**config.mk**
```make
export PLATFORM = sky130hd
export DESIGN_NAME = usb_host_port_channel_ctrl
export DESIGN_NICKNAME = d
export VERILOG_FILES = /design/src/rtl/usb_channel_word.v /design/src/rtl/usb_host_port_channel_ctrl.v
export VERILOG_INCLUDE_DIRS = /design/src /design/src/rtl
export SDC_FILE = /design/constraint.sdc
export NUM_CORES = 1
export LEC_CHECK = 0
export BUFFER_PORTS_ARGS = -buffer_cell sky130_fd_sc_hd__buf_2
export CAP_MARGIN = 10
export CORE_ASPECT_RATIO = 0.6
export CORE_MARGIN = 4
export CORE_UTILIZATION = 40
export CTS_BUF_LIST = sky130_fd_sc_hd__clkbuf_8
export DETAILED_ROUTE_END_ITERATION = 12
export SETUP_SLACK_MARGIN = 0.5
export SLEW_MARGIN = 20
export SYNTH_ARGS = -nofsm -noshare
export SYNTH_HDL_FRONTEND = slang
export SYNTH_SLANG_ARGS = --single-unit
```
**constraint.sdc**
```tcl
create_clock -name clk -period 2.62 [get_ports clk]
set_input_delay 0.131 -clock clk [delete_from_list [all_inputs] [get_ports clk]]
set_output_delay 0.131 -clock clk [all_outputs]
set_load 0.1 [all_outputs]
```
**src/rtl/usb_host_port_channel_ctrl_defines.vh**
```
// Constants shared by the host port and channel control logic.
`ifndef USB_HOST_PORT_CHANNEL_CTRL_DEFINES_VH
`define USB_HOST_PORT_CHANNEL_CTRL_DEFINES_VH

// ==========================================================
// Register byte offsets.
`define EVENT_OFF      12'h014
`define PORT_OFF       12'h440
`define CHAN_BASE      12'h500
`define CHAN_STRIDE    12'h020
`define CHAN_WORD_OFF  5'h00

// ==========================================================
// Port control and status bit positions.
`define PORT_RST_BIT   8
`define PORT_SUSP_BIT  7
`define PORT_RSM_BIT   6
`define PORT_CHG_BIT   3
`define PORT_EN_BIT    2
`define PORT_SEEN_BIT  1
`define PORT_ATT_BIT   0
`define EVENT_BIT      0

// ==========================================================
// Channel control word fields.
`define CH_ON_BIT      31
`define CH_STOP_BIT    30
`define CH_PAR_BIT     29
`define CH_ADDR_HI     28
`define CH_ADDR_LO     22
`define CH_KIND_HI     19
`define CH_KIND_LO     18
`define CH_SLOW_BIT    17
`define CH_DIR_BIT     15
`define CH_EP_HI       14
`define CH_EP_LO       11
`define CH_MPL_HI      10
`define CH_MPL_LO      0
`define CH_RW_MASK     32'h3FCEFFFF
`define CH_RESET       32'h00000000
`define KIND_CONTROL   2'h0
`define KIND_ISO       2'h1
`define KIND_BULK      2'h2
`define KIND_INTR      2'h3

// ==========================================================
// Bus encodings.
`define HSIZE_WORD     3'h2
`define HRESP_OKAY     1'h0

`endif

```
**src/rtl/usb_channel_word.v**
```verilog
// One host channel control word with its enable handshake.
`timescale 1ns/1ps
`default_nettype none
`include "usb_host_port_channel_ctrl_defines.vh"

module usb_channel_word (
  input  wire        clk,        // System clock.
  input  wire        nrst,       // Asynchronous reset, active low.
  input  wire        wr_en,      // Whole-word write to this channel.
  input  wire [31:0] wdata,      // Write data.
  input  wire        halt_done,  // Engine has stopped this channel.
  input  wire        frame_odd,  // Current frame number is odd.
  input  wire        port_ready, // Port enabled, not suspended and not in bus reset.
  output reg  [31:0] ctl_word,   // Stored control word.
  output reg         eligible    // Channel may be scheduled now.
);

  // ==========================================================
  // Next-state logic.
  reg  [31:0] next_ctl;   // Next control word.
  wire        periodic;   // Interrupt or isochronous kind.
  wire        parity_ok;  // Frame parity matches selection.

  // Periodic kinds are isochronous and interrupt.
  assign periodic = (next_ctl[`CH_KIND_HI:`CH_KIND_LO] == `KIND_ISO) ||
                    (next_ctl[`CH_KIND_HI:`CH_KIND_LO] == `KIND_INTR);
  // Periodic work waits for the chosen even or odd frame.
  assign parity_ok = !periodic || (next_ctl[`CH_PAR_BIT] == frame_odd);

  // Field update; on and stop bits are set-only from software.
  always @* begin
    next_ctl = ctl_word;
    if (halt_done) begin
      // The engine reports the halt, so the handshake closes.
      next_ctl[`CH_ON_BIT]   = 1'b0;
      next_ctl[`CH_STOP_BIT] = 1'b0;
    end
    if (wr_en) begin
      // Parity, address, kind, speed, direction, endpoint, length fields.
      next_ctl = (next_ctl & ~`CH_RW_MASK) | (wdata & `CH_RW_MASK);
      // A software set wins over a halt in the same cycle.
      if (wdata[`CH_ON_BIT]) begin
        next_ctl[`CH_ON_BIT] = 1'b1;
      end
      // A stop request only makes sense on a running channel.
      if (wdata[`CH_STOP_BIT] && next_ctl[`CH_ON_BIT]) begin
        next_ctl[`CH_STOP_BIT] = 1'b1;
      end
    end
  end

  // ==========================================================
  // State registers.
  always @(posedge clk or negedge nrst) begin
    if (!nrst) begin
      ctl_word <= `CH_RESET;
      eligible <= 1'b0;
    end else begin
      ctl_word <= next_ctl;
      // A stopping channel takes no new transactions.
      eligible <= next_ctl[`CH_ON_BIT] && !next_ctl[`CH_STOP_BIT] &&
                  port_ready && parity_ok;
    end
  end

endmodule
`default_nettype wire

```
**src/rtl/usb_host_port_channel_ctrl.v**
```verilog
// Host port control and status plus channel control words on AHB-Lite.
`timescale 1ns/1ps
`default_nettype none
`include "usb_host_port_channel_ctrl_defines.vh"

module usb_host_port_channel_ctrl #(
  parameter CHANNELS = 8,  // Number of host channels.
  parameter AW       = 12  // Decoded address bits.
) (
  input  wire                   clk,             // System clock, 20 MHz.
  input  wire                   nrst,            // Asynchronous reset, active low.
  input  wire                   hsel,            // Slave select.
  input  wire [31:0]            haddr,           // Byte address.
  input  wire [1:0]             htrans,          // Transfer type.
  input  wire                   hwrite,          // Write when high.
  input  wire [2:0]             hsize,           // Transfer size.
  input  wire [31:0]            hwdata,          // Write data.
  input  wire                   hready,          // Bus ready.
  output reg  [31:0]            hrdata,          // Read data.
  output reg                    hreadyout,       // Slave ready.
  output reg                    hresp,           // Slave response.
  input  wire                   conn_sense,      // A device is on the port.
  input  wire                   remote_wakeup,   // Wakeup seen on the bus.
  input  wire                   frame_odd,       // Current frame is odd.
  input  wire [CHANNELS-1:0]    chan_halt_done,  // Engine halted channel.
  output reg                    sof_enable,      // Start-of-frame tokens allowed.
  output reg                    drive_resume,    // Drive resume signalling.
  output reg                    drive_reset,     // Drive bus reset signalling.
  output reg                    port_event_flag, // Sticky port event.
  output wire [CHANNELS*32-1:0] chan_ctl,        // All channel words.
  output wire [CHANNELS-1:0]    chan_eligible    // Channels ready to run.
);

  // ==========================================================
  // Address decode helpers.

  // True when an address hits the control word of a channel.
  function chan_hit;
    input [AW-1:0] addr;
    input integer  idx;
    reg   [AW-1:0] base;
    begin
      base     = `CHAN_BASE + idx[AW-1:0] * `CHAN_STRIDE;
      chan_hit = (addr == base);
    end
  endfunction

  // ==========================================================
  // Bus address phase capture.
  reg           wr_pend;   // Write data phase is due.
  reg  [AW-1:0] wr_addr;   // Latched write address.
  reg           wr_word;   // Latched write was a whole word.
  wire          take;      // Address phase accepted this edge.
  wire          take_word; // Accepted phase is a whole word.

  // An access is taken when selected, active and the bus is ready.
  assign take      = hsel && htrans[1] && hready;
  // Narrower accesses are ignored and read as zero.
  assign take_word = (hsize == `HSIZE_WORD);

  // Latches each write so its data can be applied next cycle.
  always @(posedge clk or negedge nrst) begin
    if (!nrst) begin
      wr_pend <= 1'b0;
      wr_addr <= {AW{1'b0}};
      wr_word <= 1'b0;
    end else begin
      wr_pend <= take && hwrite;
      if (take) begin
        wr_addr <= haddr[AW-1:0];
        wr_word <= take_word;
      end
    end
  end

  // ==========================================================
  // Write strobes.
  wire port_wr;   // Write to the port register.
  wire event_wr;  // Write to the event register.

  assign port_wr  = wr_pend && wr_word && (wr_addr == `PORT_OFF);
  assign event_wr = wr_pend && wr_word && (wr_addr == `EVENT_OFF);

  // ==========================================================
  // Port state.
  reg  port_attached;      // Live connection state.
  reg  port_attach_seen;   // Sticky connect flag.
  reg  port_enabled;       // Port enabled.
  reg  port_enable_change; // Sticky enable change flag.
  reg  port_suspend;       // Port suspended.
  reg  port_resume;        // Resume bit.
  reg  port_reset_drive;   // Reset bit.
  wire connect_edge;       // Device just attached.
  wire disconnect_edge;    // Device just detached.
  wire reset_finish;       // Software ends bus reset.
  wire reset_start;        // Software starts bus reset.

  // The sensed level is synchronous; edges come from the last value.
  assign connect_edge    = conn_sense && !port_attached;
  assign disconnect_edge = !conn_sense && port_attached;
  assign reset_start     = port_wr && hwdata[`PORT_RST_BIT] && !port_reset_drive;
  assign reset_finish    = port_wr && !hwdata[`PORT_RST_BIT] && port_reset_drive;

  // Next values of the port bits.
  reg next_enabled;  // Next enabled bit.
  reg next_suspend;  // Next suspend bit.
  reg next_change;   // Next enable change flag.
  reg next_seen;     // Next attach flag.
  reg next_event;    // Next port event flag.
  reg next_resume;   // Next resume bit.
  reg next_reset;    // Next reset bit.

  // Combines bus writes with link events for the enable, suspend and flag bits.
  always @* begin
    // Reset and resume bits simply follow software.
    next_reset  = port_reset_drive;
    next_resume = port_resume;
    if (port_wr) begin
      next_reset  = hwdata[`PORT_RST_BIT];
      next_resume = hwdata[`PORT_RSM_BIT];
    end

    // Enabled: only the end of bus reset sets it.
    next_enabled = port_enabled;
    if (port_wr && hwdata[`PORT_EN_BIT]) begin
      // Writing one clears; software can never set it.
      next_enabled = 1'b0;
    end
    if (reset_finish && conn_sense) begin
      next_enabled = 1'b1;
    end
    if (disconnect_edge || !conn_sense) begin
      next_enabled = 1'b0;
    end

    // Suspend: software sets it, only listed events clear it.
    next_suspend = port_suspend;
    if (port_wr && hwdata[`PORT_SUSP_BIT]) begin
      next_suspend = 1'b1;
    end
    if ((port_wr && hwdata[`PORT_RST_BIT]) || next_resume ||
        remote_wakeup || disconnect_edge) begin
      next_suspend = 1'b0;
    end

    // Enable change: write one clears, a change sets and wins.
    next_change = port_enable_change;
    if (port_wr && hwdata[`PORT_CHG_BIT]) begin
      next_change = 1'b0;
    end
    if (next_enabled != port_enabled) begin
      next_change = 1'b1;
    end

    // Attach seen: write one clears, a connect sets and wins.
    next_seen = port_attach_seen;
    if (port_wr && hwdata[`PORT_SEEN_BIT]) begin
      next_seen = 1'b0;
    end
    if (connect_edge) begin
      next_seen = 1'b1;
    end

    // Port event: sticky, write one clears, any set wins.
    next_event = port_event_flag;
    if (event_wr && hwdata[`EVENT_BIT]) begin
      next_event = 1'b0;
    end
    if (reset_start || (next_enabled != port_enabled) || connect_edge) begin
      next_event = 1'b1;
    end
  end

  // Port registers and the outputs that face the link.
  always @(posedge clk or negedge nrst) begin
    if (!nrst) begin
      port_attached      <= 1'b0;
      port_attach_seen   <= 1'b0;
      port_enabled       <= 1'b0;
      port_enable_change <= 1'b0;
      port_suspend       <= 1'b0;
      port_resume        <= 1'b0;
      port_reset_drive   <= 1'b0;
      port_event_flag    <= 1'b0;
      sof_enable         <= 1'b0;
      drive_resume       <= 1'b0;
      drive_reset        <= 1'b0;
    end else begin
      port_attached      <= conn_sense;
      port_attach_seen   <= next_seen;
      port_enabled       <= next_enabled;
      port_enable_change <= next_change;
      port_suspend       <= next_suspend;
      port_resume        <= next_resume;
      port_reset_drive   <= next_reset;
      port_event_flag    <= next_event;
      // Frames run only on an enabled port outside suspend and reset.
      sof_enable   <= next_enabled && !next_suspend && !next_reset;
      drive_resume <= next_resume;
      drive_reset  <= next_reset;
    end
  end

  // ==========================================================
  // Channel control words.
  wire [CHANNELS-1:0] chan_wr;     // Per-channel write strobe.
  wire                port_ready;  // Port can carry traffic.

  // Channels only run while frames are being sent.
  assign port_ready = sof_enable;

  genvar g;
  generate
    for (g = 0; g < CHANNELS; g = g + 1) begin : chan
      // Whole-word writes only reach a channel word.
      assign chan_wr[g] = wr_pend && wr_word && chan_hit(wr_addr, g);

      // One control word and handshake per channel.
      usb_channel_word u_word (
        .clk        (clk),
        .nrst       (nrst),
        .wr_en      (chan_wr[g]),
        .wdata      (hwdata),
        .halt_done  (chan_halt_done[g]),
        .frame_odd  (frame_odd),
        .port_ready (port_ready),
        .ctl_word   (chan_ctl[g*32 +: 32]),
        .eligible   (chan_eligible[g])
      );
    end
  endgenerate

  // ==========================================================
  // Read path.
  reg [31:0] next_rdata;  // Read data for the accepted phase.
  reg [31:0] port_word;   // Assembled port register.
  integer    i;           // Channel loop index.

  // Builds the word that a read of the current address phase (haddr) returns.
  always @* begin
    port_word = 32'h00000000;
    port_word[`PORT_RST_BIT]  = port_reset_drive;
    port_word[`PORT_SUSP_BIT] = port_suspend;
    port_word[`PORT_RSM_BIT]  = port_resume;
    port_word[`PORT_CHG_BIT]  = port_enable_change;
    port_word[`PORT_EN_BIT]   = port_enabled;
    port_word[`PORT_SEEN_BIT] = port_attach_seen;
    port_word[`PORT_ATT_BIT]  = port_attached;
    next_rdata = 32'h00000000;
    if (!take_word) begin
      // Narrow reads see zero.
      next_rdata = 32'h00000000;
    end else if (haddr[AW-1:0] == `PORT_OFF) begin
      next_rdata = port_word;
    end else if (haddr[AW-1:0] == `EVENT_OFF) begin
      next_rdata[`EVENT_BIT] = port_event_flag;
    end else begin
      for (i = 0; i < CHANNELS; i = i + 1) begin
        if (chan_hit(haddr[AW-1:0], i)) begin
          next_rdata = chan_ctl[i*32 +: 32];
        end
      end
    end
  end

  // Read data is captured at the address phase; no wait states.
  always @(posedge clk or negedge nrst) begin
    if (!nrst) begin
      hrdata    <= 32'h00000000;
      hreadyout <= 1'b1;
      hresp     <= `HRESP_OKAY;
    end else begin
      hreadyout <= 1'b1;
      hresp     <= `HRESP_OKAY;
      if (take && !hwrite) begin
        hrdata <= next_rdata;
      end
    end
  end

endmodule
`default_nettype wire

```
Yosys cells after proc, flatten, opt, wreduce, memory -nomap -nowiden:

Cells that the tools add are included.
Widths: inputs -> output; s select.

* eq/ne operators: 46
* mux-type cells: 65
* bitwise operators: 8
* reductions and logical operators: 109

Operator list (count)
* $mux 32: 18
* $or 32x30->32: 8
* $eq 12x11->1 const B: 18
* $logic_and 1x1->1: 61
* $mux 1: 38
* $mux 31: 1
* $eq 12x5->1 const B: 2
* $logic_not 1->1: 23
* $logic_or 1x1->1: 22
* $eq 2x1->1 const B: 8
* $eq 2x2->1 const B: 8
* $mux 2: 8
* $eq 1x1->1: 8
* $reduce_bool 2->1: 3
* $eq 3x2->1 const B: 1
* $ne 1x1->1: 1

* bits in registers: 319
* input port bits: 85
* output and inout bits: 302
* logic and storage cells: 265

Depth between registers and ports, before layout:

Gate-level depths: netlist of run 1.

* word-level depth: 12
* depth in mapped cells: 8
* mapped depth without buffers: 5

Cells and area by module:

From an unflattened synthesis of run 1, not the netlist that was laid out.

* cell total of the unflattened synthesis: 1158
* area, all modules: 14761.7 um2

By module, submodules not included
* usb_channel_word: instances 8, cells each 77, area an instance 1292.5 um2, seq. area each 750.7 um2
* usb_host_port_channel_ctrl: instances 1, cells each 542, area an instance 4421.7 um2, seq. area each 1376.3 um2

Least setup slack after synthesis of run 1:

Ideal clock, no wire load.

* kind: reg2reg
* start point: register wr_addr[3]
* end point: register chan[7].u_word.ctl_word[1]
* arrival: 2.224 ns
* required time: 2.494 ns
* slack: 0.270 ns
* cell stages (with the launch flop): 7
* path buffers: 2
* clock period less this slack: 2.350 ns
* cells stage by stage: dfrtp_1 -> or3_4 -> or4_4 -> or3_1 -> buf_2 -> buf_6 -> mux2_4

* word-level cells in the longest chain between the ends: 2

RTL lines
* from (decl): line usb_host_port_channel_ctrl.v:51 `reg [AW-1:0] wr_addr;`
* from (signal assigned): line usb_host_port_channel_ctrl.v:65 `wr_addr <= {AW{1'b0}};`
* from (signal assigned): line usb_host_port_channel_ctrl.v:70 `wr_addr <= haddr[AW-1:0];`
* $eq 12x11->1: line usb_host_port_channel_ctrl.v:44 `chan_hit = (addr == base);`
* $logic_and 1x1->1: line usb_host_port_channel_ctrl.v:216 `assign chan_wr[g] = wr_pend && wr_word && chan_hit(wr_addr, g);`
* to (signal assigned): line usb_channel_word.v:56 `` ctl_word <= `CH_RESET; ``
* to (signal assigned): line usb_channel_word.v:59 `ctl_word <= next_ctl;`
* to (decl): line usb_channel_word.v:14 `output reg [31:0] ctl_word,`

No other way between the ends.
A chain may end at the register's enable or synchronous reset.

Worst setup path after layout of run 1:

* start point: register wr_addr[4]
* end point: register chan[7].u_word.ctl_word[17]

Same word-level chain as after synthesis.

==> results of run 1 <==
## synth_stat cells (22+ instances only)
| cell type | n | area [um2] |
|---|---|---|
| sky130_fd_sc_hd__mux2_2 | 212 | 2387 |
| sky130_fd_sc_hd__buf_4 | 36 | 270.3 |
| sky130_fd_sc_hd__nand2_1 | 100 | 375.4 |
| sky130_fd_sc_hd__o211ai_1 | 34 | 255.2 |
| sky130_fd_sc_hd__a21oi_1 | 31 | 155.2 |
| sky130_fd_sc_hd__dfrtp_1 | 294 | 7357 |
| sky130_fd_sc_hd__mux2_4 | 24 | 360.4 |
| sky130_fd_sc_hd__nor2_1 | 23 | 86.33 |
| sky130_fd_sc_hd__o22ai_1 | 30 | 187.7 |
| sky130_fd_sc_hd__o21ai_0 | 45 | 225.2 |
| sky130_fd_sc_hd__inv_1 | 22 | 82.58 |
| sky130_fd_sc_hd__clkbuf_1 | 59 | 221.5 |
| sky130_fd_sc_hd__a22oi_1 | 25 | 187.7 |
## state kept, by name, indices dropped and copies added (netlist names), 8 cells and up
| name | count |
|---|---|
| hrdata | 31 |
| wr_addr | 12 |
| chan.u_word.ctl_word | 232 |
| chan.u_word.eligible | 8 |
## routing by layer
metal  routed length [um]  vias to the layer above
met5                    0                        -
met4                  988                        0
met3                 5769                       82
met2                25220                      633
met1                24220                     6293
li1                     -                     5243
## worst paths after layout
check / from / end / cells after the start
max: wr_addr[4] / chan[7].u_word.ctl_word[17] / 5
min: hwdata[31] / chan[0].u_word.ctl_word[31] / 2
max reg2reg: wr_addr[4] / chan[7].u_word.ctl_word[17] / 5
min reg2reg: hrdata[16] / hrdata[16] / 1
max in group asynchronous: nrst / chan[5].u_word.ctl_word[2] / 3
min in group asynchronous: nrst / chan[2].u_word.ctl_word[25] / 2
## what timing repair did
item | in CTS | in global routing
hold endpoints to repair | 309 | 0
setup buffers | 26 | 6
gates cloned | 13 | 6
hold buffers | 51 | 0
setup endpoints to repair | 161 | 244
gates resized for setup | 102 | 65
pin swaps | 12 | 31
## stage by stage
| stage | utilization [%] | hold WS (ns) |
|---|---|---|
| after detailed placement | 48.19 | 0.1846 |
| after global routing | 56.31 | 0.03927 |
| after CTS | 55.14 | 0.009281 |
| after global placement | 48.19 | 0.1756 |
| final | 56.31 | 0.04924 |
| after floorplan | - | -0.1646 |
## layout make-up
type                    count  area [um2]  share of cell area [%]
flip-flops and latches    294        7357                   38.18
multi-input cells         777        6521                   33.84
well taps                 459       574.3                   2.980
clock buffers              56       770.7                   4.000
inverters                  22       82.58                  0.4285
clock inverters            25       155.1                  0.8051
repair buffers            501        3809                   19.76
## worst register-to-register path, stage by stage, from the launching register on
cell and delay (ns):
sky130_fd_sc_hd__dfrtp_1 0.40, sky130_fd_sc_hd__or3b_4 0.40, sky130_fd_sc_hd__or4_4 0.51, sky130_fd_sc_hd__or3_4 0.52
sky130_fd_sc_hd__buf_12 0.21, sky130_fd_sc_hd__mux2_4 0.31
## power by group through the flow
| stage | logic [mW] | registers, mW | clock network [mW] |
|---|---|---|---|
| floorplan | 0.523 | 5.24 | 0 |
| global placement | 1.36 | 4.80 | 0 |
| detailed placement | 1.38 | 4.80 | 0 |
| CTS | 1.46 | 4.72 | 4.08 |
| global route | 1.55 | 4.74 | 4.29 |
| finish | 1.48 | 4.73 | 4.02 |
## cell families after synthesis
kind of cell / count (synthesis) / synth area share (%)
AOI/OAI and AO/OA: 252 / 12.27
xor gates and xnor gates: 9 / 0.5604
buffers and inverters: 141 / 5.034
DFF: 294 / 52.30
muxes: 250 / 20.64
other: 2 / 0.05339
and+or+nand+nor: 240 / 9.134
==> metrics list, run 1 <==
- From bottom edge to top edge, the die measures 153.3 um.
* Status: complete, no violations
- For the worst setup path, the data required time is 3.07 ns.
* Clock tree from TritonCTS: yes
- After layout, the worst path uses 94.60% of the clock period.
- Across the run, the number of max-cap violations was 0.
* Most frequent cells in the layout: sky130_fd_sc_hd__buf_2, sky130_fd_sc_hd__dfrtp_1, sky130_fd_sc_hd__mux2_2
- Antenna fix cells: 0
* Average cell area after synthesis: 11.84 um2
* X dimension of the die: 250.1 um
- CTS Sinks: 294
- The library cell used most frequently in the layout, excluding fill and tap cells, is sky130_fd_sc_hd__buf_2.
- Fraction of registers with async set/reset: 100.0%
- Leakage power: 9.371 nW
* Worst Setup Slack, final: 0.1414 ns
* Maximum VDD drop: 420.2 uV
- After the flow finishes, the layout carries non-filler instances totaling 2134.
* Number of clock buffers inserted by TritonCTS: 46
* Slowest stage delay, CP: 0.52 ns
- The region available for standard cell placement spans 34220 um2.
* Total GRT Usage: 27.63%
- Crit path buffers/inverters: 1
- The die covers 38330 um2.
- The routed layout has 12251 vias.
- The H-tree was split into 2 levels.
- The count of nets left with antenna violations once routing finished came out at 0.
- The initial utilization of the core area, before any placement, comes to 41.10%.
- The slowest stage of the critical path belongs to the cell sky130_fd_sc_hd__or3_4.
- Met1 routing resource usage after global routing: 39.69%
* Initial antenna violation count: 0
- Total power per unit cell area: 530.7 nW/um2
- Predominant post-synthesis flop cell: sky130_fd_sc_hd__dfrtp_1
- Clock share of power: 39.3%
- Count of buffers inserted at the top-level ports: 336
* P_int: 7.122 mW
- The final layout contains routed wiring with a total length of 56200 um.
* Number of pins with negative max-slew slack in the final report: 0
- Power dissipated by switching net loads: 3.104 mW
- Fin crit period: 2.479 ns
- At the later pin of the worst-skew pair, clock insertion delay measures 0.58 ns.
- Global-route track usage on met2: 41.99%
- The worst setup path is launched from a flop.
- The critical path goes through or3b_4 > or4_4 > or3_4 > buf_12 > mux2_4.
* Count of unique library cells instantiated by Yosys: 70
* Initial DRC Count: 1252
- FP Rows: 52
- Placed cell area: 16490 um2
* Share of post-route cells with drive strength above 1: 48.54%
- The net count of the finished layout is 1727.
* Global-route wire length before repair: 81560 um
- Fmax: 403.5 MHz
- Setup violation total in the final timing report: 0
- CP Class: flop to flop
- In this run the deepest clock path goes through 3 buffers.
* Final RePlAce weighted congestion: 0.8721
- Post-DP HPWL: 36030 um
* Post-Place Setup Slack: 0.1042 ns
* Fraction of power consumed by combinational cells: 14.5%
- Top cell family by delay on the critical path: simple AND/OR/NAND/NOR gates
- Syn Std Cell Area: 14070 um2
- Sequential cells burn 46.2% of the power.
- Root Buffer Master: sky130_fd_sc_hd__clkbuf_8
* Summed area of non-filler cells in the final layout: 19270 um2
- The completed layout was analyzed and its total power is 10.23 mW.
- In the global route stage, met3 resource usage came out at 7.762%.
* Hold violation total from the final report: 0
* Largest net degree at the start of global routing: 77
* Maximum fanout count along the critical path: 9
- 387 I/O pins were placed.
- Dividing the detail-routed via count by the number of cells gives 5.741.
* Arrival @ worst endpoint: 2.93 ns
- Yosys reg bits: 294
* Switching Fraction: 30.35%
- In the final routed layout, each cell accounts on average for 26.34 um.
- Worst setup skew after layout: 0.01452 ns
- The area growth from synthesis to layout is 36.98%.
- Crit path capture type: flop
* Slew HR: 42.22%
- Drt pass-1 iters: 7
- Placed cell count: 1951
* Number of remaining DRC errors: 0
- In this run, synthesis inferred 0 flip-flops with an integrated enable.
* Remaining Overflow, GRT: 0
* Number of fill cells: 2959
* Ys Warns: 0
- Tightest Pin Transition: 0.8648 ns
- R2r setup slk: 0.14 ns
- Hold Crit Class: input port to flop
* Post-Route Setup TNS: 0 ns
- After global routing, the most crowded layer is met2.
- Setup repair after global routing could not meet its margin everywhere.
- Vias in the first global route: 12307
* Post-Syn Instances: 1188
* Sequential share of the synthesized area: 52.30%
- After clock tree synthesis, the clock-pin slew on the worst setup and hold paths is 0.06 ns.
(Power assumes the default switching activity.)
==> run 2: changes to the inputs <==
REMOVE_ABC_BUFFERS = 1   (was default)
==> metrics list, run 2 (synthesis results as in run 1) <==
* Number of standard cells in the layout, taps in and fillers out: 2112 (was 2134)
- Fmax: 409.1 MHz (was 403.5 MHz)
* Fin crit period: 2.444 ns (was 2.479 ns)
- Number of clock buffers inserted by TritonCTS: 47 (was 46)
- Antenna fix cells: 0 (unchanged)
- The most common cell after layout, fill and taps aside was sky130_fd_sc_hd__buf_2 (unchanged).
- Placed cell area: 16420 um2 (was 16490 um2)
- The clock share of power came to 39.5% (was 39.3%).
* Biggest registers after layout: chan.u_word.ctl_word x232, hrdata x31, wr_addr x12 (unchanged)
* Root Buffer Master: sky130_fd_sc_hd__clkbuf_8 (unchanged)
- Most frequent cells in the layout: sky130_fd_sc_hd__buf_2, sky130_fd_sc_hd__dfrtp_1, sky130_fd_sc_hd__mux2_2 (unchanged)
* CTS Sinks: 294 (unchanged)
* Number of flip-flops in the largest register: 232 (unchanged)
* Worst Setup Slack, final: 0.1756 ns (was 0.1414 ns)
- Arrival @ worst endpoint: 2.89 ns (was 2.93 ns)
- Number of pins with negative max-slew slack in the final report: 0 (unchanged)
* Post-DR wirelength/cell: 25.00 um (was 26.34 um)
- Die outline height: 153.3 um (unchanged)
* Post-DP HPWL: 35190 um (was 36030 um)
- Power dissipated by switching net loads: 3.086 mW (was 3.104 mW)
* Total GRT Usage: 26.12% (was 27.63%)
- The length of the first detailed-routing pass in iterations was 5 (was 7).
* Share of the clock period used by the worst path after layout: 93.30% (was 94.60%)
* Element type at the critical path start: flop (unchanged)
- Clk Latency, worst-skew pair: 0.59 ns (was 0.58 ns)
- Crit path capture type: flop (unchanged)
* Required time of the critical path: 3.06 ns (was 3.07 ns)
- Final Routed Wirelength: 52790 um (was 56200 um)
- Setup violation total in the final timing report: 0 (unchanged)
- Post-CTS clock slew at the launch and capture registers of the worst setup and hold paths: 0.06 ns (about the same)
* Worst hold slack across all endpoints: 0.1370 ns (was 0.04924 ns)
- Switching Fraction: 30.07% (was 30.35%)
- Initial cell density of the core: 41.10% (unchanged)
* Worst setup skew after layout: 0.02895 ns (was 0.01452 ns)
- Final RePlAce weighted congestion: 0.8670 (was 0.8721)
* Largest net degree at the start of global routing: 75 (was 77)
- The minimum setup slack after placement came to 0.1046 ns (was 0.1042 ns).
- The critical path's largest stage delay came to 0.53 ns (was 0.52 ns).
- Vias in the first global route: 11918 (was 12307)
- The per-cell via count in the routed design was 5.678 (was 5.741).
- The largest delay contributor family on the critical path is simple AND/OR/NAND/NOR gates (unchanged).
- The worst max-slew margin expressed relative to the limit is 42.43% (was 42.22%).
- The overall overflow remaining after global route came to 0 (unchanged).
* Post-Route Setup TNS: 0 ns (unchanged)
- The class of the most critical hold timing path is input port to async pin (was input port to flop).
- The core region area is 34220 um2 (unchanged).
- The cell count after placement is 1946 (was 1951).
- FP Rows: 52 (unchanged)
- X dimension of the die: 250.1 um (unchanged)
- CP Class: flop to flop (unchanged)
* Maximum VDD drop: 352.0 uV (was 420.2 uV)
- The count of unresolved DRC violations after routing came to 0 (unchanged).
* Ports: 387 (unchanged)
- The internal power was 7.176 mW (was 7.122 mW).
- The wire length of the first global-routing pass came to 77490 um (was 81560 um).
- Fraction of power consumed by combinational cells: 14.4% (was 14.5%)
* Biggest register: chan.u_word.ctl_word (unchanged)
* Count of buffers inserted at the top-level ports: 336 (unchanged)
- Overall via count from detail_route: 11991 (was 12251)
- Summed area of non-filler cells in the final layout: 18670 um2 (was 19270 um2)
- The transition at the pin with the smallest max-transition slack is 0.8625 ns (was 0.8648 ns).
* Initial DRC Count: 1184 (was 1252)
- The largest fanout on the critical path was 6 (was 9).
* Slowest cell on the critical path: sky130_fd_sc_hd__or4_4 (was sky130_fd_sc_hd__or3_4)
- The number of endpoints with negative hold slack in the final report is 0 (unchanged).
- Status: complete, no violations (unchanged).
* Number of levels in the clock H-tree: 2 (unchanged)
- The share of final-layout standard cells stronger than drive strength 1 came to 46.16% (was 48.54%).
- The leakage dissipation was 9.132 nW (was 9.371 nW).
- The number of maximum-capacitance constraint violations was 0 (unchanged).
* Die area: 38330 um2 (unchanged)
- NumNets Final: 1707 (was 1727)
- Total power per unit cell area: 549.6 nW/um2 (was 530.7 nW/um2)
- The remaining antenna violation count after routing was 0 (unchanged).
- Critical path cell sequence: or3b_4 > or4_4 > or3_4 > buf_12 > mux2_4 (unchanged).
- Part of the total power dissipated in sequential elements: 46.1% (was 46.2%)
- Setup repair after global routing missed its margin: yes (unchanged)
- The TritonCTS clock tree was yes (unchanged).
- Crit path buffers/inverters: 1 (unchanged)
* Initial antenna violation count: 0 (unchanged)
* Clock Tree Buf Depth: 3 (unchanged)
* Area growth from synthesis to final layout: 32.73% (was 36.98%)
run 2: metrics by stage:
stage	util (%)	power, mW
after floorplan	-	5.686
after global routing	54.56	10.63
after detailed placement	47.98	6.165
final	54.56	10.26
after global placement	47.98	6.153
after CTS	53.20	10.31
run 2: layer usage:
metal,wire (um),GRT usage (%),vias up
met2,22870,39.50,583
met1,23420,37.42,6099
met5,0,0,-
li1,-,-,5203
met4,1512,7.179,0
met3,4992,6.827,106
run 2: power groups by stage:
stage	clock network, mW	registers (mW)	logic (mW)
after floorplan	0	5.25	0.437
after global placement	0	4.80	1.35
after detailed placement	0	4.81	1.36
after CTS	4.15	4.72	1.44
after global routing	4.35	4.74	1.55
final	4.06	4.73	1.48
run 2: layout make-up:
cell class                 instances  area [um2]
sequential                       294        7357
fill                            3029       15550
multi-input combinational        777        6331
inverter                          22       82.58
clock buffer                      61       839.6
tap                              459       574.3
clock inverter                    19       103.9
timing repair buffer             480        3383
run 2: timing repair:
item                       CTS  global route
hold buffers                52             0
gates resized for setup     36            53
setup endpoints to repair  159           268
cloned                       4             6
buffers inserted            12            12
pin swaps                    1             5
hold endpoints to repair   323             0
run 2: path summary, 6_finish.rpt:
kind / start / to / slack [ns] / cells past startpoint
worst max register to register: wr_addr[2] / chan[7].u_word.ctl_word[12] / 0.18 / 5
min in group clk: haddr[6] / wr_addr[6] / 0.15 / 3
worst max-delay path: wr_addr[2] / chan[7].u_word.ctl_word[12] / 0.18 / 5
max in group asynchronous: nrst / chan[0].u_word.ctl_word[28] / 1.63 / 3
worst min register to register: wr_word / wr_word / 0.48 / 2
worst min-delay path: nrst / chan[0].u_word.ctl_word[31] / 0.14 / 2
==> run 3: changes to the inputs <==
CORE_MARGIN = 2   (was 4)
==> metrics list, run 3 (synthesis results as in run 1) <==
* Root Buffer Master: sky130_fd_sc_hd__clkbuf_8 (unchanged)
* Area growth from synthesis to final layout: 37.43% (was 32.73%)
* Number of standard cells in the layout, taps in and fillers out: 2146 (was 2112)
* X dimension of the die: 246.1 um (was 250.1 um)
- Global-route wire length before repair: 77550 um (was 77490 um)
* Remaining Overflow, GRT: 0 (unchanged)
- The leakage dissipation is 9.441 nW (was 9.132 nW).
- Number of levels in the clock H-tree: 2 (unchanged)
- The number of top-level pins was 387 (unchanged).
- NumNets Final: 1726 (was 1707)
* Slew HR: 48.20% (was 42.43%)
- Post-DR wirelength/cell: 25.68 um (was 25.00 um)
- Initial DRC Count: 969 (was 1184)
- The antenna diode instance count was 0 (unchanged).
* Hold Crit Class: input port to flop (was input port to async pin)
- Global route hottest layer: met2 (unchanged)
* Number of remaining DRC errors: 0 (unchanged)
- The clock latency reported for the late side of the worst-skew pair is 0.62 ns (was 0.59 ns).
* Die area: 36730 um2 (was 38330 um2)
* Vias per Instance: 5.652 (was 5.678)
* Most common cell after layout, fill and taps aside: sky130_fd_sc_hd__buf_2 (unchanged)
- Vias in the first global route: 11658 (was 11918)
- The share of final-layout standard cells stronger than drive strength 1 is 49.85% (was 46.16%).
- Setup violation total in the final timing report: 0 (unchanged)
- Critical path cell sequence: or3b_4 > or4_4 > or3_4 > clkbuf_16 > mux2_4 (was or3b_4 > or4_4 > or3_4 > buf_12 > mux2_4).
- Crit path capture type: flop (unchanged)
- The core region area was 34810 um2 (was 34220 um2).
* Number of clock buffers inserted by TritonCTS: 48 (was 47)
- Fmax: 414.5 MHz (was 409.1 MHz)
- The minimum setup slack after placement came to 0.1176 ns (was 0.1046 ns).
- The fraction of met1 tracks used by global routing was 40.71% (was 37.42%).
- CTS Sinks: 294 (unchanged)
- Maximum fanout count along the critical path: 8 (was 6)
* Initial antenna violation count: 0 (unchanged)
- The power consumption is 10.61 mW (was 10.26 mW).
* Remaining antenna violation count: 0 (unchanged)
- Worst Setup Slack, final: 0.2076 ns (was 0.1756 ns)
- Initial cell density of the core: 40.41% (was 41.10%)
* Status: complete, no violations (unchanged)
- Crit. Startpoint: wr_addr[4] (was wr_addr[2])
* Maximum VDD drop: 390.4 uV (was 352.0 uV)
- Most frequent cells in the layout: sky130_fd_sc_hd__buf_2, sky130_fd_sc_hd__dfrtp_1, sky130_fd_sc_hd__mux2_2 (unchanged)
* Number of pins with negative max-slew slack in the final report: 0 (unchanged)
- Slowest stage delay, CP: 0.54 ns (was 0.53 ns)
* Hold Startpoint: haddr[6]
- Tightest Pin Transition: 0.7748 ns (was 0.8625 ns)
* Worst hold slack across all endpoints: 0.08362 ns (was 0.1370 ns)
- The detailed-placement wirelength estimate was 34300 um (was 35190 um).
- Worst setup skew after layout: 0.03352 ns (was 0.02895 ns)
- Clock tree from TritonCTS: yes (unchanged)
- Number of flip-flops in the largest register: 232 (unchanged)
- The clock slew at the register clock pins of the worst setup and hold paths is 0.07 ns (was 0.06 ns).
* Drt pass-1 iters: 6 (was 5)
- The weighted congestion reported at the end of routability-driven placement came to 0.8256 (was 0.8670).
* Clock Tree Buf Depth: 3 (unchanged)
- Required time of the critical path: 3.11 ns (was 3.06 ns)
* Hold violation total from the final report: 0 (unchanged)
* Die outline height: 149.3 um (was 153.3 um)
- Arrival @ worst endpoint: 2.90 ns (was 2.89 ns)
- Setup repair after global routing missed its margin: yes (unchanged).
- Element type at the critical path start: flop (unchanged)
- Count of buffers inserted at the top-level ports: 336 (unchanged)
- Global-route track usage on met2: 43.24% (was 39.50%)
* FP Rows: 53 (was 52)
* Slowest cell on the critical path: sky130_fd_sc_hd__or4_4 (unchanged)
- The largest delay contributor family on the critical path is simple AND/OR/NAND/NOR gates (unchanged).
- The start-to-end type of the worst setup path was flop to flop (unchanged).
* Final Routed Wirelength: 55100 um (was 52790 um)
* Largest net degree at the start of global routing: 86 (was 75)
- Total GRT Usage: 28.56% (was 26.12%)
* Startpoint of the worst-slack reg-to-reg timing path: wr_addr[4] (was wr_addr[2])
* Crit path buffers/inverters: 1 (unchanged)
* Fin crit period: 2.412 ns (was 2.444 ns)
- The cell count after placement is 1956 (was 1946).
- Share of the clock period used by the worst path after layout: 92.08% (was 93.30%)
* Total power per unit cell area: 548.7 nW/um2 (was 549.6 nW/um2)
- The number of maximum-capacitance constraint violations came to 0 (unchanged).
* Overall via count from detail_route: 12129 (was 11991)
- The largest register by flop count is chan.u_word.ctl_word (unchanged).
- Biggest registers after layout: chan.u_word.ctl_word x232, hrdata x31, wr_addr x12 (unchanged).
- Met3 Track Usage GR: 7.555% (was 6.827%)
run 3: timing repair:
item	CTS	global route
endpoints found under the hold margin	331	0
gates resized for setup	71	86
cloned	8	9
hold buffers	52	0
endpoints found under the setup margin	167	263
setup buffers	27	6
pin swaps	17	48
run 3: metal layers:
metal	share of wire, %	vias to the layer above	routed length [um]
met3	9.7	80	5345
met4	2.1	0	1147
met1	44	6240	24370
met5	0	-	0
li1	-	5271	-
met2	44	538	24240
run 3: worst paths after layout:
kind / end / slack (ns) / depth (start not counted)
worst max register to register: chan[7].u_word.ctl_word[17] / 0.21 / 5
max in group asynchronous: chan[4].u_word.ctl_word[6] / 1.61 / 3
worst min-delay path: wr_addr[6] / 0.08 / 2
worst max-delay path: chan[7].u_word.ctl_word[17] / 0.21 / 5
min in group asynchronous: chan[0].u_word.ctl_word[10] / 0.13 / 2
worst min register to register: hrdata[16] / 0.49 / 1
run 3: power by group:
group	total [mW]	switching (mW)	internal (mW)	leakage [nW]
Clock	4.37	2.01	2.36	0.589
Combinational	1.52	1.14	0.383	5.13
Sequential	4.72	0.0806	4.64	3.72
Total	10.6	3.23	7.38	9.44
run 3: metrics by stage:
step / util, % / setup TNS, ns / area [um2]
6_report: 55.53 / 0 / 19330
5_1_grt: 55.53 / 0 / 19330
4_1_cts: 53.89 / 0 / 18760
3_5_place_dp: 47.37 / 0 / 16490
3_3_place_gp: 47.37 / 0 / 16490
2_1_floorplan: - / -44.77 / 13530
run 3: final cells by class:
type	instances	area [um2]
flip-flops and latches	294	7357
fillers	3058	15480
clock inverters	25	175.2
multi-input cells	777	6550
clock buffers	63	867.1
repair buffers	498	3716
well taps	467	584.3
inverters	22	82.58
